[src/shared/pcfg_pkg.sv]
package pcfg_pkg;
	// ****************************************
	// Register map
	// ****************************************
	localparam logic [15:0] CMD_STATUS_OFS = 16'hD004;
	localparam logic [15:0] CLASS_REV_OFS = 16'hD008;
	localparam logic [15:0] HDR_LAT_OFS = 16'hD00C;
	localparam logic [15:0] INIT_LOAD_OFS = 16'hD000;

	// ****************************************
	// Command field positions
	// ****************************************
	localparam int IO_TGT_BIT = 0;
	localparam int MEM_TGT_BIT = 1;
	localparam int INIT_EN_BIT = 2;
	localparam int SPEC_CYC_BIT = 3;
	localparam int WINV_BIT = 4;
	localparam int PAL_SNOOP_BIT = 5;

	// ****************************************
	// Header / latency / cache line / class code fields
	// ****************************************
	localparam int SELF_TEST_BIT = 31;
	localparam int MULTI_FN_BIT = 23;
	localparam int HDR_TYPE_LSB = 16;
	localparam int LAT_LSB = 8;
	localparam int LINE_LSB = 0;
	localparam int CLASS_LSB = 8;

	// ****************************************
	// Reset values and latency write mask
	// ****************************************
	localparam logic [23:0] CLASS_RST = 24'h060000;
	// Arbitrary neutral revision value
	localparam logic [7:0] REV_RST = 8'h01;
	localparam logic [6:0] HDR_TYPE_RST = 7'h00;
	localparam logic [7:0] LAT_RST = 8'h00;
	localparam logic [7:0] LINE_RST = 8'h00;
	localparam logic [7:0] LAT_MASK = 8'hFC;

	// ****************************************
	// Bus answers
	// ****************************************
	localparam logic [1:0] RESP_OKAY = 2'h0;
	localparam logic [1:0] RESP_SLVERR = 2'h2;

	typedef struct packed {
		logic [23:0] class_code;
		logic [7:0] revision;
		logic [6:0] header_type;
	} pcfg_ident_t;

	typedef struct packed {
		logic write_invalidate_enable;
		logic initiator_enable;
		logic memory_target_enable;
		logic io_target_enable;
		logic [7:0] latency_count;
		logic [7:0] line_size_field;
	} pcfg_ctrl_t;

	typedef enum logic [1:0] {
		PCFG_R_IDLE = 2'b00,
		PCFG_R_DATA = 2'b01
	} pcfg_rd_state_t;

	typedef enum logic [1:0] {
		PCFG_W_IDLE = 2'b00,
		PCFG_W_RESP = 2'b01
	} pcfg_wr_state_t;
endpackage : pcfg_pkg

[src/verilog/pcfg_ident.sv]
// Holds class code, revision and header type; loadable during initialisation
module pcfg_ident
	import pcfg_pkg::*;
(
	input wire logic clk,
	input wire logic rst,
	input wire logic load_en,
	input wire pcfg_ident_t load_val,
	output pcfg_ident_t ident
);
	always_ff @(posedge clk) begin
		if (rst) begin
			ident.class_code <= CLASS_RST;
			ident.revision <= REV_RST;
			ident.header_type <= HDR_TYPE_RST;
		end else if (load_en) begin
			ident <= load_val;
		end
	end

	property p_load_takes;
		@(posedge clk) disable iff (rst)
		load_en |=> ident == $past(load_val);
	endproperty
	a_load_takes: assert property (p_load_takes)
		else $error("Identity load not taken");

	property p_ident_holds;
		@(posedge clk) disable iff (rst)
		!load_en |=> $stable(ident);
	endproperty
	a_ident_holds: assert property (p_ident_holds)
		else $error("Identity changed without load");
endmodule : pcfg_ident

[src/verilog/pcfg_regs.sv]
module pcfg_regs
	import pcfg_pkg::*;
(
	input wire logic REF_CLK,
	input wire logic RESET,
	input wire logic BOOT_MODE,
	input wire logic HOST_MODE,
	input wire logic SATELLITE_MODE,
	input wire logic INIT_LOAD,
	input wire logic [23:0] INIT_CLASS,
	input wire logic [7:0] INIT_REV,
	input wire logic [6:0] INIT_HDR_TYPE,
	input wire logic TGT_MEM_HIT,
	input wire logic TGT_IO_HIT,
	input wire logic TGT_SPECIAL_CYCLE,
	input wire logic MST_WRITE_REQ,
	input wire logic MST_BURST_READ_REQ,
	input wire logic MST_GNT_LOST,
	input wire logic [31:0] S_AXI_AWADDR,
	input wire logic S_AXI_AWVALID,
	output logic S_AXI_AWREADY,
	input wire logic [31:0] S_AXI_WDATA,
	input wire logic [3:0] S_AXI_WSTRB,
	input wire logic S_AXI_WVALID,
	output logic S_AXI_WREADY,
	output logic [1:0] S_AXI_BRESP,
	output logic S_AXI_BVALID,
	input wire logic S_AXI_BREADY,
	input wire logic [31:0] S_AXI_ARADDR,
	input wire logic S_AXI_ARVALID,
	output logic S_AXI_ARREADY,
	output logic [31:0] S_AXI_RDATA,
	output logic [1:0] S_AXI_RRESP,
	output logic S_AXI_RVALID,
	input wire logic S_AXI_RREADY,
	output logic CLAIM_MEM,
	output logic CLAIM_IO,
	output logic INITIATOR_ALLOWED,
	output logic USE_MWI,
	output logic BURST_READ_LINE,
	output logic LAT_EXPIRED
);
	// ****************************************
	// Functions
	// ****************************************
	function automatic logic [31:0] merge_bytes(input logic [31:0] old_v,
			input logic [31:0] new_v, input logic [3:0] strb);
		logic [31:0] res;
		res = old_v;
		for (int i = 0; i < 4; i++) begin
			if (strb[i]) begin
				res[i*8 +: 8] = new_v[i*8 +: 8];
			end
		end
		return res;
	endfunction : merge_bytes

	function automatic logic [15:0] word_ofs(input logic [31:0] addr);
		return {addr[15:2], 2'b00};
	endfunction : word_ofs

	// ****************************************
	// State
	// ****************************************
	pcfg_ctrl_t ctrl_r;
	pcfg_ident_t ident;
	pcfg_ident_t load_val;
	pcfg_rd_state_t rd_state_r;
	pcfg_wr_state_t wr_state_r;
	logic [31:0] awaddr_r;
	logic [31:0] wdata_r;
	logic [3:0] wstrb_r;
	logic aw_have_r;
	logic w_have_r;
	logic [31:0] cmd_word;
	logic [31:0] ccrev_word;
	logic [31:0] hdr_word;
	logic [31:0] rd_word;
	logic rd_ok;
	logic wr_fire;
	logic [15:0] wofs;
	logic [31:0] merged;
	logic [7:0] lat_cnt_r;
	logic boot_host_r;
	logic rst_d_r;

	assign load_val = '{class_code: INIT_CLASS, revision: INIT_REV,
		header_type: INIT_HDR_TYPE};

	pcfg_ident u_ident (
		.clk(REF_CLK),
		.rst(RESET),
		.load_en(INIT_LOAD),
		.load_val(load_val),
		.ident(ident)
	);

	// ****************************************
	// Read views
	// ****************************************
	always_comb begin
		cmd_word = 32'h0000_0000;
		cmd_word[IO_TGT_BIT] = ctrl_r.io_target_enable;
		cmd_word[MEM_TGT_BIT] = ctrl_r.memory_target_enable;
		cmd_word[INIT_EN_BIT] = ctrl_r.initiator_enable;
		cmd_word[SPEC_CYC_BIT] = 1'b0;
		cmd_word[WINV_BIT] = ctrl_r.write_invalidate_enable;
		cmd_word[PAL_SNOOP_BIT] = 1'b0;
		ccrev_word = {ident.class_code, ident.revision};
		hdr_word = 32'h0000_0000;
		hdr_word[SELF_TEST_BIT] = 1'b0;
		hdr_word[MULTI_FN_BIT] = 1'b0;
		hdr_word[HDR_TYPE_LSB +: 7] = ident.header_type;
		hdr_word[LAT_LSB +: 8] = ctrl_r.latency_count;
		hdr_word[LINE_LSB +: 8] = ctrl_r.line_size_field;
	end

	always_comb begin
		rd_word = 32'h0000_0000;
		rd_ok = 1'b1;
		if (word_ofs(S_AXI_ARADDR) == CMD_STATUS_OFS) begin
			rd_word = cmd_word;
		end else if (word_ofs(S_AXI_ARADDR) == CLASS_REV_OFS && !SATELLITE_MODE) begin
			rd_word = ccrev_word;
		end else if (word_ofs(S_AXI_ARADDR) == HDR_LAT_OFS) begin
			rd_word = hdr_word;
		end else begin
			rd_ok = 1'b0;
		end
	end

	// ****************************************
	// Read channel
	// ****************************************
	always_ff @(posedge REF_CLK) begin
		if (RESET) begin
			rd_state_r <= PCFG_R_IDLE;
			S_AXI_ARREADY <= 1'b0;
			S_AXI_RVALID <= 1'b0;
			S_AXI_RDATA <= 32'h0000_0000;
			S_AXI_RRESP <= RESP_OKAY;
		end else begin
			case (rd_state_r)
				PCFG_R_IDLE: begin
					if (S_AXI_ARVALID && !S_AXI_ARREADY) begin
						S_AXI_ARREADY <= 1'b1;
						S_AXI_RVALID <= 1'b1;
						S_AXI_RDATA <= rd_word;
						S_AXI_RRESP <= rd_ok ? RESP_OKAY : RESP_SLVERR;
						rd_state_r <= PCFG_R_DATA;
					end
				end
				PCFG_R_DATA: begin
					S_AXI_ARREADY <= 1'b0;
					if (S_AXI_RREADY) begin
						S_AXI_RVALID <= 1'b0;
						rd_state_r <= PCFG_R_IDLE;
					end
				end
				default: rd_state_r <= PCFG_R_IDLE;
			endcase
		end
	end

	// ****************************************
	// Write channel
	// ****************************************
	// Address and data are latched separately, so either may come first
	assign wr_fire = aw_have_r && w_have_r && wr_state_r == PCFG_W_IDLE;
	assign wofs = word_ofs(awaddr_r);

	always_ff @(posedge REF_CLK) begin
		if (RESET) begin
			aw_have_r <= 1'b0;
			w_have_r <= 1'b0;
			awaddr_r <= 32'h0000_0000;
			wdata_r <= 32'h0000_0000;
			wstrb_r <= 4'h0;
			S_AXI_AWREADY <= 1'b0;
			S_AXI_WREADY <= 1'b0;
		end else begin
			S_AXI_AWREADY <= 1'b0;
			S_AXI_WREADY <= 1'b0;
			if (S_AXI_AWVALID && !aw_have_r && !S_AXI_AWREADY) begin
				S_AXI_AWREADY <= 1'b1;
				awaddr_r <= S_AXI_AWADDR;
				aw_have_r <= 1'b1;
			end else if (wr_fire) begin
				aw_have_r <= 1'b0;
			end
			if (S_AXI_WVALID && !w_have_r && !S_AXI_WREADY) begin
				S_AXI_WREADY <= 1'b1;
				wdata_r <= S_AXI_WDATA;
				wstrb_r <= S_AXI_WSTRB;
				w_have_r <= 1'b1;
			end else if (wr_fire) begin
				w_have_r <= 1'b0;
			end
		end
	end

	always_ff @(posedge REF_CLK) begin
		if (RESET) begin
			wr_state_r <= PCFG_W_IDLE;
			S_AXI_BVALID <= 1'b0;
			S_AXI_BRESP <= RESP_OKAY;
		end else begin
			case (wr_state_r)
				PCFG_W_IDLE: begin
					if (wr_fire) begin
						S_AXI_BVALID <= 1'b1;
						wr_state_r <= PCFG_W_RESP;
						if (wofs == CMD_STATUS_OFS || wofs == HDR_LAT_OFS) begin
							S_AXI_BRESP <= RESP_OKAY;
						end else if (wofs == CLASS_REV_OFS && !SATELLITE_MODE) begin
							S_AXI_BRESP <= RESP_OKAY;
						end else begin
							S_AXI_BRESP <= RESP_SLVERR;
						end
					end
				end
				PCFG_W_RESP: begin
					if (S_AXI_BREADY) begin
						S_AXI_BVALID <= 1'b0;
						wr_state_r <= PCFG_W_IDLE;
					end
				end
				default: wr_state_r <= PCFG_W_IDLE;
			endcase
		end
	end

	// ****************************************
	// Control fields
	// ****************************************
	// Mode straps are caught one cycle after reset release
	always_ff @(posedge REF_CLK) begin
		boot_host_r <= BOOT_MODE && HOST_MODE;
		rst_d_r <= RESET;
	end

	assign merged = (wofs == CMD_STATUS_OFS) ? merge_bytes(cmd_word, wdata_r, wstrb_r)
		: merge_bytes(hdr_word, wdata_r, wstrb_r);

	always_ff @(posedge REF_CLK) begin
		if (RESET) begin
			ctrl_r.write_invalidate_enable <= 1'b0;
			ctrl_r.initiator_enable <= 1'b0;
			ctrl_r.memory_target_enable <= 1'b0;
			ctrl_r.io_target_enable <= 1'b0;
			ctrl_r.latency_count <= LAT_RST;
			ctrl_r.line_size_field <= LINE_RST;
		end else if (rst_d_r) begin
			ctrl_r.initiator_enable <= BOOT_MODE && HOST_MODE;
		end else if (wr_fire && wofs == CMD_STATUS_OFS) begin
			ctrl_r.io_target_enable <= merged[IO_TGT_BIT];
			ctrl_r.memory_target_enable <= merged[MEM_TGT_BIT];
			ctrl_r.initiator_enable <= merged[INIT_EN_BIT];
			ctrl_r.write_invalidate_enable <= merged[WINV_BIT];
		end else if (wr_fire && wofs == HDR_LAT_OFS) begin
			ctrl_r.latency_count <= merged[LAT_LSB +: 8] & LAT_MASK;
			ctrl_r.line_size_field <= merged[LINE_LSB +: 8];
		end
	end

	// ****************************************
	// Controller-facing outputs
	// ****************************************
	// Latency count runs only while a grant is lost; zero ends at once
	always_ff @(posedge REF_CLK) begin
		if (RESET) begin
			CLAIM_MEM <= 1'b0;
			CLAIM_IO <= 1'b0;
			INITIATOR_ALLOWED <= 1'b0;
			USE_MWI <= 1'b0;
			BURST_READ_LINE <= 1'b0;
			LAT_EXPIRED <= 1'b0;
			lat_cnt_r <= 8'h00;
		end else begin
			CLAIM_MEM <= TGT_MEM_HIT && !TGT_SPECIAL_CYCLE && ctrl_r.memory_target_enable;
			CLAIM_IO <= TGT_IO_HIT && !TGT_SPECIAL_CYCLE && ctrl_r.io_target_enable;
			INITIATOR_ALLOWED <= ctrl_r.initiator_enable;
			USE_MWI <= MST_WRITE_REQ && ctrl_r.initiator_enable
				&& ctrl_r.write_invalidate_enable;
			BURST_READ_LINE <= MST_BURST_READ_REQ && ctrl_r.line_size_field != 8'h00;
			if (!MST_GNT_LOST) begin
				lat_cnt_r <= 8'h00;
				LAT_EXPIRED <= 1'b0;
			end else if (lat_cnt_r >= ctrl_r.latency_count) begin
				LAT_EXPIRED <= 1'b1;
			end else begin
				lat_cnt_r <= lat_cnt_r + 8'h01;
			end
		end
	end

	// ****************************************
	// Checks
	// ****************************************
	property p_mem_gate;
		@(posedge REF_CLK) disable iff (RESET)
		!ctrl_r.memory_target_enable |=> !CLAIM_MEM;
	endproperty
	a_mem_gate: assert property (p_mem_gate)
		else $error("Memory claimed while disabled");

	property p_io_gate;
		@(posedge REF_CLK) disable iff (RESET)
		(TGT_IO_HIT && ctrl_r.io_target_enable && !TGT_SPECIAL_CYCLE) |=> CLAIM_IO;
	endproperty
	a_io_gate: assert property (p_io_gate)
		else $error("Enabled I/O access not claimed");

	property p_no_special;
		@(posedge REF_CLK) disable iff (RESET)
		TGT_SPECIAL_CYCLE |=> !CLAIM_MEM && !CLAIM_IO;
	endproperty
	a_no_special: assert property (p_no_special)
		else $error("Special cycle accepted");

	property p_mwi;
		@(posedge REF_CLK) disable iff (RESET)
		USE_MWI |-> $past(ctrl_r.write_invalidate_enable) && $past(MST_WRITE_REQ);
	endproperty
	a_mwi: assert property (p_mwi)
		else $error("MWI used while disabled");

	property p_lat_low_zero;
		@(posedge REF_CLK) disable iff (RESET)
		ctrl_r.latency_count[1:0] == 2'b00;
	endproperty
	a_lat_low_zero: assert property (p_lat_low_zero)
		else $error("Latency low bits not zero");

	property p_lat_expire;
		@(posedge REF_CLK) disable iff (RESET)
		LAT_EXPIRED |-> $past(MST_GNT_LOST) && lat_cnt_r == ctrl_r.latency_count;
	endproperty
	a_lat_expire: assert property (p_lat_expire)
		else $error("Latency expiry at wrong count");

	property p_fixed_zero;
		@(posedge REF_CLK) disable iff (RESET)
		!cmd_word[SPEC_CYC_BIT] && !cmd_word[PAL_SNOOP_BIT] && !hdr_word[SELF_TEST_BIT]
			&& !hdr_word[MULTI_FN_BIT] && hdr_word[30:24] == 7'h00;
	endproperty
	a_fixed_zero: assert property (p_fixed_zero)
		else $error("Fixed bit reads nonzero");

	property p_satellite_block;
		@(posedge REF_CLK) disable iff (RESET)
		(rd_state_r == PCFG_R_IDLE && S_AXI_ARVALID && !S_AXI_ARREADY && SATELLITE_MODE
			&& word_ofs(S_AXI_ARADDR) == CLASS_REV_OFS) |=> S_AXI_RRESP == RESP_SLVERR;
	endproperty
	a_satellite_block: assert property (p_satellite_block)
		else $error("Class register read in satellite mode");

	property p_init_reset;
		@(posedge REF_CLK)
		$fell(RESET) |=> ctrl_r.initiator_enable == boot_host_r;
	endproperty
	a_init_reset: assert property (p_init_reset)
		else $error("Initiator enable wrong after reset");
endmodule : pcfg_regs

[config.mk]
export PLATFORM = sky130hd
export DESIGN_NAME = pcfg_regs
export DESIGN_NICKNAME = d
export VERILOG_FILES = /design/src/shared/pcfg_pkg.sv /design/src/verilog/pcfg_ident.sv /design/src/verilog/pcfg_regs.sv
export SDC_FILE = /design/constraint.sdc
export NUM_CORES = 1
export LEC_CHECK = 0
export ABC_CLOCK_PERIOD_IN_PS = 2500
export BUFFER_PORTS_ARGS = -buffer_cell sky130_fd_sc_hd__buf_2
export CORE_ASPECT_RATIO = 0.75
export CORE_MARGIN = 2
export CORE_UTILIZATION = 36
export CTS_BUF_LIST = sky130_fd_sc_hd__clkbuf_4
export CTS_CLUSTER_DIAMETER = 30
export CTS_CLUSTER_SIZE = 12
export DETAILED_ROUTE_END_ITERATION = 7
export GPL_TIMING_DRIVEN = 0
export PLACE_DENSITY = 0.61
export SLEW_MARGIN = 10
export SYNTH_ARGS = -nofsm -noshare
export SYNTH_HDL_FRONTEND = slang
export SYNTH_SLANG_ARGS = --single-unit
[constraint.sdc]
create_clock -name REF_CLK -period 2.5 [get_ports REF_CLK]
set_input_delay 0.5 -clock REF_CLK [delete_from_list [all_inputs] [get_ports REF_CLK]]
set_output_delay 0.5 -clock REF_CLK [all_outputs]
set_load 0.05 [all_outputs]
==> run_results.csv, run 1 <==
group,metric,value,unit
run_status,status,"finished clean",
place,dp.final_hpwl,11.2,mm
finish,layout.nets,946,
worst_setup_path,setup.worst_path.start_class,"flip-flop",
clock_tree,tritoncts_num_sinks,143,
sta,slew_headroom,48.5,%
place,buffer_ports.inserted,142,
worst_setup_path,r2r_start,"ctrl_r[15]",
clock_tree,post_cts_hold_buffer_count,0,
drt,detailedRoute.firstPassIterationCount,4,
pwr,peakVddDrop,290,uV
drt,post_drt_wl_per_cell,14.9,um
yosys,synthesis.area_per_instance,9.14,sq um
drt,num_vias,4732,
finish,non_filler_instances,1000,
clock_tree,postCtsSetupBuffers,0,
pwr,pwr-share-comb,9.9,%
clock_tree,path_clk_slew,0.12,ns
worst_setup_path,worst_ep_required_time,2.95,ns
sta,max_freq,467,MHz
pwr,total_leakage_power,2.95,nW
clock_tree,htree_levels,4,
drt,highest-signal-layer,"met4",
yosys,netlist_area,0.00567,sq mm
worst_setup_path,cp_common_cell,"a21oi_1",
clock_tree,ctsLongestPathBuffers,2,
drt,dr_wl_met3,821,um
clock_tree,post_cts.resized_instances,0,
floorplan,die_w,149,um
drt,postRouteWirelength,14.9,mm
global_routing,grt_max_degree,17,
worst_setup_path,worstSetupEndpointType,"flip-flop",
pwr,powerDensity,627,mW/mm^2
global_routing,number_of_antenna_violations_at_the_first_check_in_global_routing,1,
global_routing,grt_overflow_total,0,
sta,fin_crit,2.14,ns
drt,drc_errors,0,
hold_path,hold_path_class,"input pin to flip-flop",
floorplan,placementRows,39,
yosys,synthTopCellsByArea,"dfxtp_1 (51%), mux2i_1 (9.7%), nand2_1 (5.7%)",
clock_tree,worst_skew_pair.late_latency,0.53,ns
floorplan,floorplan.initialDensity,37.0,%
drt,drt-met1-wl,7.84,mm
finish,postLayoutCoreUtil,45.2,%
worst_setup_path,crit_path_cell_trace,"inv_1 -> ha_1 -> a21oi_1 -> nand3_1 -> or2_1 -> clkbuf_1 -> or3_1 -> a21oi_1",
yosys,sequential_cell_area_fraction_in_the_yosys_report,50.5,%
yosys,synth_cells,620,
pwr,switching_share,26.2,%
yosys,synth_largest_area_cell,"dfxtp_1",
sta,final_max_tran_viols,0,
yosys,ff_latch_count_synth,143,
worst_setup_path,rr_endpoint,"lat_cnt_r[6]",
worst_setup_path,crit_slowest_cell,"dfxtp_1",
global_routing,total_global_route_track_usage,17.9,%
yosys,portion_of_synthesized_cell_area_occupied_by_the_leading_cell_type,50.5,%
clock_tree,clockRootBuffer,"clkbuf_4",
pwr,p_switching,1.14,mW
sta,grt_setup_unrepaired,"no",
pwr,total_internal_power,3.20,mW
pwr,clock_power_share,34.4,%
yosys,yosys.cell_types.count,46,
place,finalWeightedCongestion,0.774,
worst_setup_path,ff2ff_setup_slack,0.36,ns
worst_setup_path,cp-endpoint,"lat_cnt_r[6]",
finish,layout.cells.most_common,"buf_2",
worst_setup_path,r2r.worst_path.cells,8,
sta,setup_total_neg_slack,0,ns
drt,avgViaCountPerCell,4.73,
worst_setup_path,cp-startpoint,"ctrl_r[15]",
floorplan,core_area,0.0153,sq mm
global_routing,first_pass_grt_wire_length,23.1,mm
drt,detail-route-antenna-nets,0,
sta,timing.final.crit_share,85.6,%
yosys,ys.warnings.count,0,
sta,timing_hold_violations_final,0,
finish,final_cell_mix,"buf_2 (146), dfxtp_1 (143), nand2_1 (86)",
yosys,synth-main-ff-cell,"dfxtp_1",
hold_path,min-delay-start,"RESET",
finish,area.growth.synth_to_final,22.1,%
sta,timing_worst_slew_pin_value,0.773,ns
worst_setup_path,worst-setup-path-type,"flip-flop to flip-flop",
worst_setup_path,cp_slowest_stage_delay,0.40,ns
drt,route.met2.wl,6.03,mm
clock_tree,cts_buffers,17,
sta,setup_violations,0,
pwr,total_chip_power,4.34,mW
floorplan,floorplan.die.height,113,um
drt,drt_first_iter_violations,239,
yosys,number_of_synthesized_flops_with_an_enable_pin,0,
pwr,sequentialPowerShare,55.7,%
worst_setup_path,critPathArrivalTime,2.59,ns
clock_tree,clock_tree_from_tritoncts,"built",
finish,fillers,1568,
flow_run,maxCapViolCount,0,
yosys,ys_async_sr_fraction,0,%
worst_setup_path,crit_path_max_fanout,6,
floorplan,floorplan.die_area,0.0168,sq mm
finish,layout_cell_share_with_drive_strength_beyond_1,24.2,%
place,placed_cells,968,
sta,timing.clock.skew,0.0209,ns
floorplan,pin_count,203,
global_routing,grt_pass1_vias,4442,
-- cell usage after synthesis, types with 4 or more instances --
cell type  count
and3_1         6
ha_1           8
xnor2_1        6
o21ai_1        9
a22oi_1       12
dfxtp_1      143
nor2_1        83
inv_1         13
mux2i_1       55
nor3_1         7
buf_2          4
nand2b_1       5
clkbuf_1      28
nand3_1       10
nand2_1       86
o21ai_0       11
nor3b_1       20
nor2b_1        7
a21oi_1       59
buf_1          5
-- power groups by stage --
stage	Combinational (mW)	Clock, mW	Sequential, mW
finish	0.430	1.49	2.42
detailed placement	0.431	0	2.47
CTS	0.433	1.53	2.42
global placement	0.428	0	2.47
floorplan	0.240	0	2.48
global route	0.476	1.63	2.43
-- layout make-up --
| cell class | instances | area, sq um | share of cell area (%) |
|---|---|---|---|
| Inverter | 13 | 48.8 | 0.705 |
| Buffer | 41 | 178 | 2.57 |
| Antenna cell | 3 | 7.51 | 0.108 |
| Multi-Input combinational cell | 424 | 2580 | 37.3 |
| Sequential cell | 143 | 2860 | 41.4 |
| Clock buffer | 17 | 128 | 1.84 |
| Tap cell | 205 | 256 | 3.71 |
| Clock inverter | 12 | 148 | 2.13 |
| Timing Repair Buffer | 142 | 711 | 10.3 |
-- logic make-up after synthesis --
group	share of synthesized area (%)
buffers and inverters	4.00
other	0.0662
adder cells (fa/ha/maj)	1.77
XOR/XNOR	0.928
AO/OA/AOI/OAI	10.1
AND/OR/NAND/NOR	22.3
multiplexers	10.3
flip-flops	50.5
-- worst max-delay path, delay by kind of cell (launching register included) --
kind | cells | cell delay, ns
buffers and inverters | 2 | 0.21
AO/OA/AOI/OAI | 2 | 0.28
flip-flops | 1 | 0.40
adder cells (fa/ha/maj) | 1 | 0.34
AND/OR/NAND/NOR | 3 | 0.85
-- registers in the layout, indices dropped and copies added (netlist names), 2 cells and up --
signal and count:
u_ident.ident 39, S_AXI_RDATA 32, awaddr_r 14, ctrl_r 14, wdata_r 14, lat_cnt_r 8, cmd_word 4, wstrb_r 2
-- per-stage QoR --
| step | cell area (sq um) | hold WS, ns | setup WS (ns) |
|---|---|---|---|
| 6_report | 6920 | 0.0923 | 0.359 |
| 5_1_grt | 6910 | 0.0271 | 0.189 |
| 4_1_cts | 6910 | 0.0527 | 0.344 |
| 3_5_place_dp | 6640 | 0.438 | 0.119 |
| 3_3_place_gp | 6640 | 0.435 | 0.131 |
| 2_1_floorplan | 5670 | 0.436 | 0.577 |
-- worst min-delay path by stage --
stage	depth (start not counted)	endpoint	slack [ns]
2_1_floorplan	2	wdata_r[10]	0.44
3_3_place_gp	2	S_AXI_RDATA[7]	0.44
3_5_place_dp	2	S_AXI_RDATA[20]	0.44
4_1_cts	1	rst_d_r	0.05
5_1_grt	1	rst_d_r	0.03
6_report	1	rst_d_r	0.09
-- per-layer routing --
metal,up-vias,global-route usage (%)
li1,2439,-
met3,10,3.58
met4,0,6.92
met1,2164,26.6
met2,119,25.4
met5,-,0
(Power assumes the default switching activity.)
==> run 2, diff against run 1 <==
Settings changed: CORE_UTILIZATION 36 to 50, PLACE_DENSITY 0.61 to 0.8.
==> run 2 against run 1 <==
  * Flip-flop and latch count unchanged
  * Setup slack better by 0.050 ns
  * Wire length down 1.8%
==> run_results.csv, run 2 (synthesis gave the netlist of run 1 again) <==
group,metric,value,unit
hold_path,min-delay-start,"RESET",
pwr,clock_power_share,35.8,%
sta,slew_headroom,48.5,%
pwr,p_switching,1.13,mW
place,dp.final_hpwl,11.0,mm
global_routing,grt_pass1_vias,4680,
clock_tree,worst_skew_pair.late_latency,0.56,ns
sta,setup_violations,0,
flow_run,maxCapViolCount,0,
pwr,switching_share,25.5,%
sta,setup_total_neg_slack,0,ns
pwr,total_leakage_power,2.98,nW
hold_path,hold_path_end,"rst_d_r",
worst_setup_path,setup.worst_path.start_class,"flip-flop",
worst_setup_path,cp.buffers_inverters,2,
clock_tree,clock_tree_from_tritoncts,"built",
floorplan,die_w,127,um
worst_setup_path,cp_slowest_stage_delay,0.40,ns
sta,fin_crit,2.09,ns
place,pre_cts_slack,0.233,ns
sta,timing_worst_slew_pin_value,0.773,ns
pwr,pwr-share-comb,9.7,%
finish,largest_reg_flops,39,
sta,timing_hold_violations_final,0,
finish,insertedDiodeCount,0,
floorplan,floorplan.initialDensity,51.6,%
pwr,powerDensity,646,mW/mm^2
run_status,status,"finished clean",
hold_path,timing.hold.worst_path_depth,1,
finish,final_cell_mix,"buf_2 (146), dfxtp_1 (143), nand2_1 (86)",
worst_setup_path,r2r_start,"ctrl_r[15]",
global_routing,grt_overflow_total,0,
worst_setup_path,cp_common_cell,"a21oi_1",
sta,timing.clock.skew,0.0156,ns
worst_setup_path,ff2ff_setup_slack,0.41,ns
global_routing,first_pass_grt_wire_length,23.0,mm
clock_tree,cts_buffers,17,
sta,grt_setup_unrepaired,"no",
place,buffer_ports.inserted,142,
drt,postRouteWirelength,14.6,mm
clock_tree,ctsLongestPathBuffers,2,
drt,num_vias,4980,
worst_setup_path,r2r.worst_path.cells,8,
finish,largest_registers,"u_ident.ident: 39 flops, S_AXI_RDATA: 32 flops",
worst_setup_path,critPathArrivalTime,2.58,ns
global_routing,total_global_route_track_usage,24.3,%
finish,layout.nets,946,
worst_setup_path,cp_top_family,"simple AND/OR/NAND/NOR gates",
floorplan,pin_count,203,
drt,detailedRoute.firstPassIterationCount,5,
pwr,total_internal_power,3.30,mW
global_routing,number_of_antenna_violations_at_the_first_check_in_global_routing,0,
worst_setup_path,crit_path_cell_trace,"inv_1 -> ha_1 -> a21oi_1 -> nand3_1 -> or2_1 -> clkbuf_1 -> or3_1 -> a21oi_1",
clock_tree,postCtsSetupBuffers,0,
finish,layout.cells.most_common,"buf_2",
floorplan,core_area,0.0110,sq mm
floorplan,placementRows,33,
clock_tree,clockRootBuffer,"clkbuf_4",
drt,detail-route-antenna-nets,0,
clock_tree,tritoncts_num_sinks,143,
finish,area.growth.synth_to_final,21.0,%
sta,timing.final.crit_share,83.7,%
floorplan,floorplan.die_area,0.0122,sq mm
clock_tree,post_cts_hold_buffer_count,0,
drt,avgViaCountPerCell,5.33,
finish,max_flop_register,"u_ident.ident",
finish,non_filler_instances,935,
clock_tree,htree_levels,4,
floorplan,floorplan.die.height,96.2,um
worst_setup_path,crit_slowest_cell,"dfxtp_1",
place,placed_cells,903,
worst_setup_path,crit_path_max_fanout,6,
sta,max_freq,478,MHz
finish,layout_cell_share_with_drive_strength_beyond_1,24.0,%
place,finalWeightedCongestion,0.862,
sta,final_max_tran_viols,0,
worst_setup_path,worst-setup-path-type,"flip-flop to flip-flop",
clock_tree,post_cts.resized_instances,0,
sta,worst_slack,0.409,ns
worst_setup_path,worstSetupEndpointType,"flip-flop",
drt,post_drt_wl_per_cell,15.6,um
pwr,peakVddDrop,346,uV
worst_setup_path,worst_ep_required_time,2.99,ns
global_routing,grt_max_degree,17,
worst_setup_path,rr_endpoint,"lat_cnt_r[6]",
hold_path,hold_path_class,"input pin to flip-flop",
drt,drc_errors,0,
clock_tree,path_clk_slew,0.12,ns
drt,drt_first_iter_violations,242,
pwr,sequentialPowerShare,54.6,%
[run 2: changes by cell type in the layout (fill, tap and decap cells not counted)]
cell	delta
bufinv_16	+1
clkinv_1	+4
clkinv_2	+1
clkinvlp_4	-3
diode_2	-3
[run 2: metrics by stage]
step / instance area [sq um] / total power, mW / hold slack (ns) / utilization (%)
3_5_place_dp: 6560 / 2.89 / 0.442 / 59.7
2_1_floorplan: 5670 / 2.72 / 0.436 / -
4_1_cts: 6860 / 4.44 / 0.0395 / 62.4
5_1_grt: 6860 / 4.61 / 0.0266 / 62.4
3_3_place_gp: 6560 / 2.87 / 0.433 / 59.7
6_report: 6860 / 4.43 / 0.0563 / 62.4
[run 2: layout make-up]
cell class	instances	area [sq um]
clock inverters	15	175
repair buffers	142	711
plain buffers	41	178
inverters	13	48.8
fillers	914	4130
flip-flops and latches	143	2860
multi-input cells	424	2580
well taps	140	175
clock buffers	17	128
[run 2: worst max path at each step]
stage                     cells past startpoint       startpoint  slack (ns)              end
after global routing                          8     lat_cnt_r[2]        0.21     lat_cnt_r[1]
after floorplan                               6     S_AXI_BVALID        0.58      cmd_word[0]
after detailed placement                      6  S_AXI_ARADDR[6]        0.23  S_AXI_RDATA[15]
after CTS                                     8       ctrl_r[15]        0.38     lat_cnt_r[6]
final                                         8       ctrl_r[15]        0.41     lat_cnt_r[6]
after global placement                        6  S_AXI_ARADDR[6]        0.29  S_AXI_RDATA[14]
[run 2: power groups by stage]
stage	sequential, mW	clock [mW]	combinational [mW]
floorplan	2.48	0	0.240
global placement	2.46	0	0.411
detailed placement	2.47	0	0.423
CTS	2.42	1.59	0.426
global route	2.43	1.71	0.469
finish	2.42	1.58	0.429
[run 2: layer usage]
layer,vias up,GRT usage (%),share of wire [%]
li1,2440,-,-
met1,2319,32.0,45
met2,194,39.4,46
met3,27,5.78,7.0
met4,0,9.25,2.0
met5,-,0,0
==> run 3, diff against run 2 <==
Settings changed: ABC_CLOCK_PERIOD_IN_PS 2500 to 2150.
Clock period 2.5 ns to 2.15 ns, I/O delays scaled along.
==> run 3 against run 2 <==
  * Register-to-register slack worse by 0.32 ns
  * Fmax is 1.5% higher
  * Via count is 0.46% lower
  * Sequential power is 16% higher
  * Cell area is 0.57% higher
  * Die area stayed put
  * Largest cell class unchanged
  * Combinational power is 17% higher
==> run_results.csv, run 3 (synthesis gave the netlist of run 1 again) <==
group,metric,value,unit
worst_setup_path,worstSetupEndpointType,"flip-flop",
clock_tree,path_clk_slew,0.11,ns
floorplan,floorplan.die.height,96.2,um
sta,timing.final.crit_share,95.8,%
finish,layout.cells.most_common,"buf_2",
pwr,powerDensity,747,mW/mm^2
floorplan,core_area,0.0110,sq mm
finish,area.growth.synth_to_final,21.7,%
global_routing,grt_pass1_vias,4683,
clock_tree,cts_buffers,17,
clock_tree,tritoncts_num_sinks,143,
global_routing,grt_max_degree,17,
sta,timing.clock.skew,0.0167,ns
worst_setup_path,worst_ep_required_time,2.63,ns
drt,postRouteWirelength,14.7,mm
pwr,peakVddDrop,402,uV
finish,layout_cell_share_with_drive_strength_beyond_1,25.0,%
drt,num_vias,4957,
sta,setup_violations,0,
run_status,status,"finished clean",
worst_setup_path,setup.worst_path.start_class,"flip-flop",
floorplan,pin_count,203,
worst_setup_path,cp-startpoint,"ctrl_r[15]",
finish,largest_reg_flops,39,
place,placed_cells,903,
worst_setup_path,r2r_start,"ctrl_r[15]",
sta,timing_worst_slew_pin_value,0.774,ns
drt,drc_errors,0,
clock_tree,ctsLongestPathBuffers,2,
floorplan,floorplan.die_area,0.0122,sq mm
floorplan,floorplan.initialDensity,51.6,%
hold_path,min-delay-start,"INIT_CLASS[17]",
sta,max_freq,485,MHz
worst_setup_path,rr_endpoint,"lat_cnt_r[6]",
sta,final_max_tran_viols,0,
sta,slew_headroom,48.4,%
pwr,total_leakage_power,3.00,nW
finish,largest_registers,"u_ident.ident: 39 flops, S_AXI_RDATA: 32 flops",
sta,whs,0.0978,ns
floorplan,placementRows,33,
place,buffer_ports.inserted,142,
worst_setup_path,crit_path_max_fanout,6,
clock_tree,postCtsSetupBuffers,0,
clock_tree,htree_levels,4,
global_routing,first_pass_grt_wire_length,23.0,mm
drt,drt_first_iter_violations,265,
finish,non_filler_instances,936,
sta,timing_hold_violations_final,0,
flow_run,maxCapViolCount,0,
pwr,total_chip_power,5.15,mW
sta,setup_total_neg_slack,0,ns
floorplan,die_w,127,um
worst_setup_path,r2r.worst_path.cells,8,
place,finalWeightedCongestion,0.862,
worst_setup_path,critPathArrivalTime,2.55,ns
sta,fin_crit,2.06,ns
drt,post_drt_wl_per_cell,15.7,um
finish,insertedDiodeCount,0,
worst_setup_path,worst-setup-path-type,"flip-flop to flip-flop",
drt,detail-route-antenna-nets,0,
place,dp.final_hpwl,11.0,mm
finish,max_flop_register,"u_ident.ident",
global_routing,number_of_antenna_violations_at_the_first_check_in_global_routing,0,
hold_path,timing.hold.worst_path_depth,2,
global_routing,total_global_route_track_usage,24.4,%
clock_tree,clockRootBuffer,"clkbuf_4",
drt,detailedRoute.firstPassIterationCount,6,
worst_setup_path,ff2ff_setup_slack,0.09,ns
clock_tree,clock_tree_from_tritoncts,"built",
finish,final_cell_mix,"buf_2 (146), dfxtp_1 (142), nand2_1 (86)",
hold_path,hold_path_class,"input pin to flip-flop",
clock_tree,worst_skew_pair.late_latency,0.55,ns
drt,avgViaCountPerCell,5.30,
finish,layout.nets,947,
global_routing,grt_overflow_total,0,
hold_path,hold_path_end,"u_ident.ident[32]",
==> run 3: stage by stage <==
| stage | instance area [sq um] | worst slack (ns) | util, % |
|---|---|---|---|
| global placement | 6560 | 0.00521 | 59.7 |
| global route | 6900 | -0.0391 | 62.8 |
| CTS | 6870 | 0.0334 | 62.5 |
| floorplan | 5670 | 0.227 | - |
| finish | 6900 | 0.0893 | 62.8 |
| detailed placement | 6560 | -0.0469 | 59.7 |
==> run 3: routing by layer <==
metal	up-vias	wire length [um]	track usage [%]
met5	-	0	0
met3	25	1020	5.78
met4	0	294	9.25
met1	2290	6560	32.0
met2	201	6800	39.4
li1	2441	-	-
==> run 3: repair_timing <==
item / 4_1_cts / 5_1_grt
hold buffers: 1 / 0
resized for setup: 0 / 11
hold endpoints to repair: 1 / 0
endpoints found under the setup margin: 0 / 30
==> run 3: worst max path at each step <==
| stage | slack, ns | to | cells after the start |
|---|---|---|---|
| after floorplan | 0.23 | cmd_word[0] | 6 |
| after global placement | 0.005 | S_AXI_RDATA[14] | 6 |
| after detailed placement | -0.05 | S_AXI_RDATA[15] | 6 |
| after CTS | 0.03 | lat_cnt_r[6] | 8 |
| after global routing | -0.04 | lat_cnt_r[6] | 8 |
| final | 0.09 | lat_cnt_r[6] | 8 |
==> run 3: cell type report <==
type | count | area [sq um]
repair buffers | 143 | 721
inverters | 13 | 48.8
flip-flops and latches | 143 | 2860
multi-input cells | 424 | 2600
fillers | 916 | 4090
plain buffers | 41 | 183
clock buffers | 17 | 128
well taps | 140 | 175
clock inverters | 15 | 175
==> run 3: power by group <==
part           switching [mW]  internal [mW]  total, mW
Combinational           0.304          0.199      0.503
Sequential             0.0654           2.75       2.81
Clock                   0.943          0.896       1.84
Total                    1.31           3.84       5.15
==> run 3: worst max-delay path, cell delays in order, from the launching register on <==
cell	delay [ns]
dfxtp_2	0.37
inv_1	0.05
ha_1	0.34
a21oi_1	0.19
nand3_2	0.16
or2_1	0.25
clkbuf_1	0.16
or3_1	0.36
a21oi_1	0.14
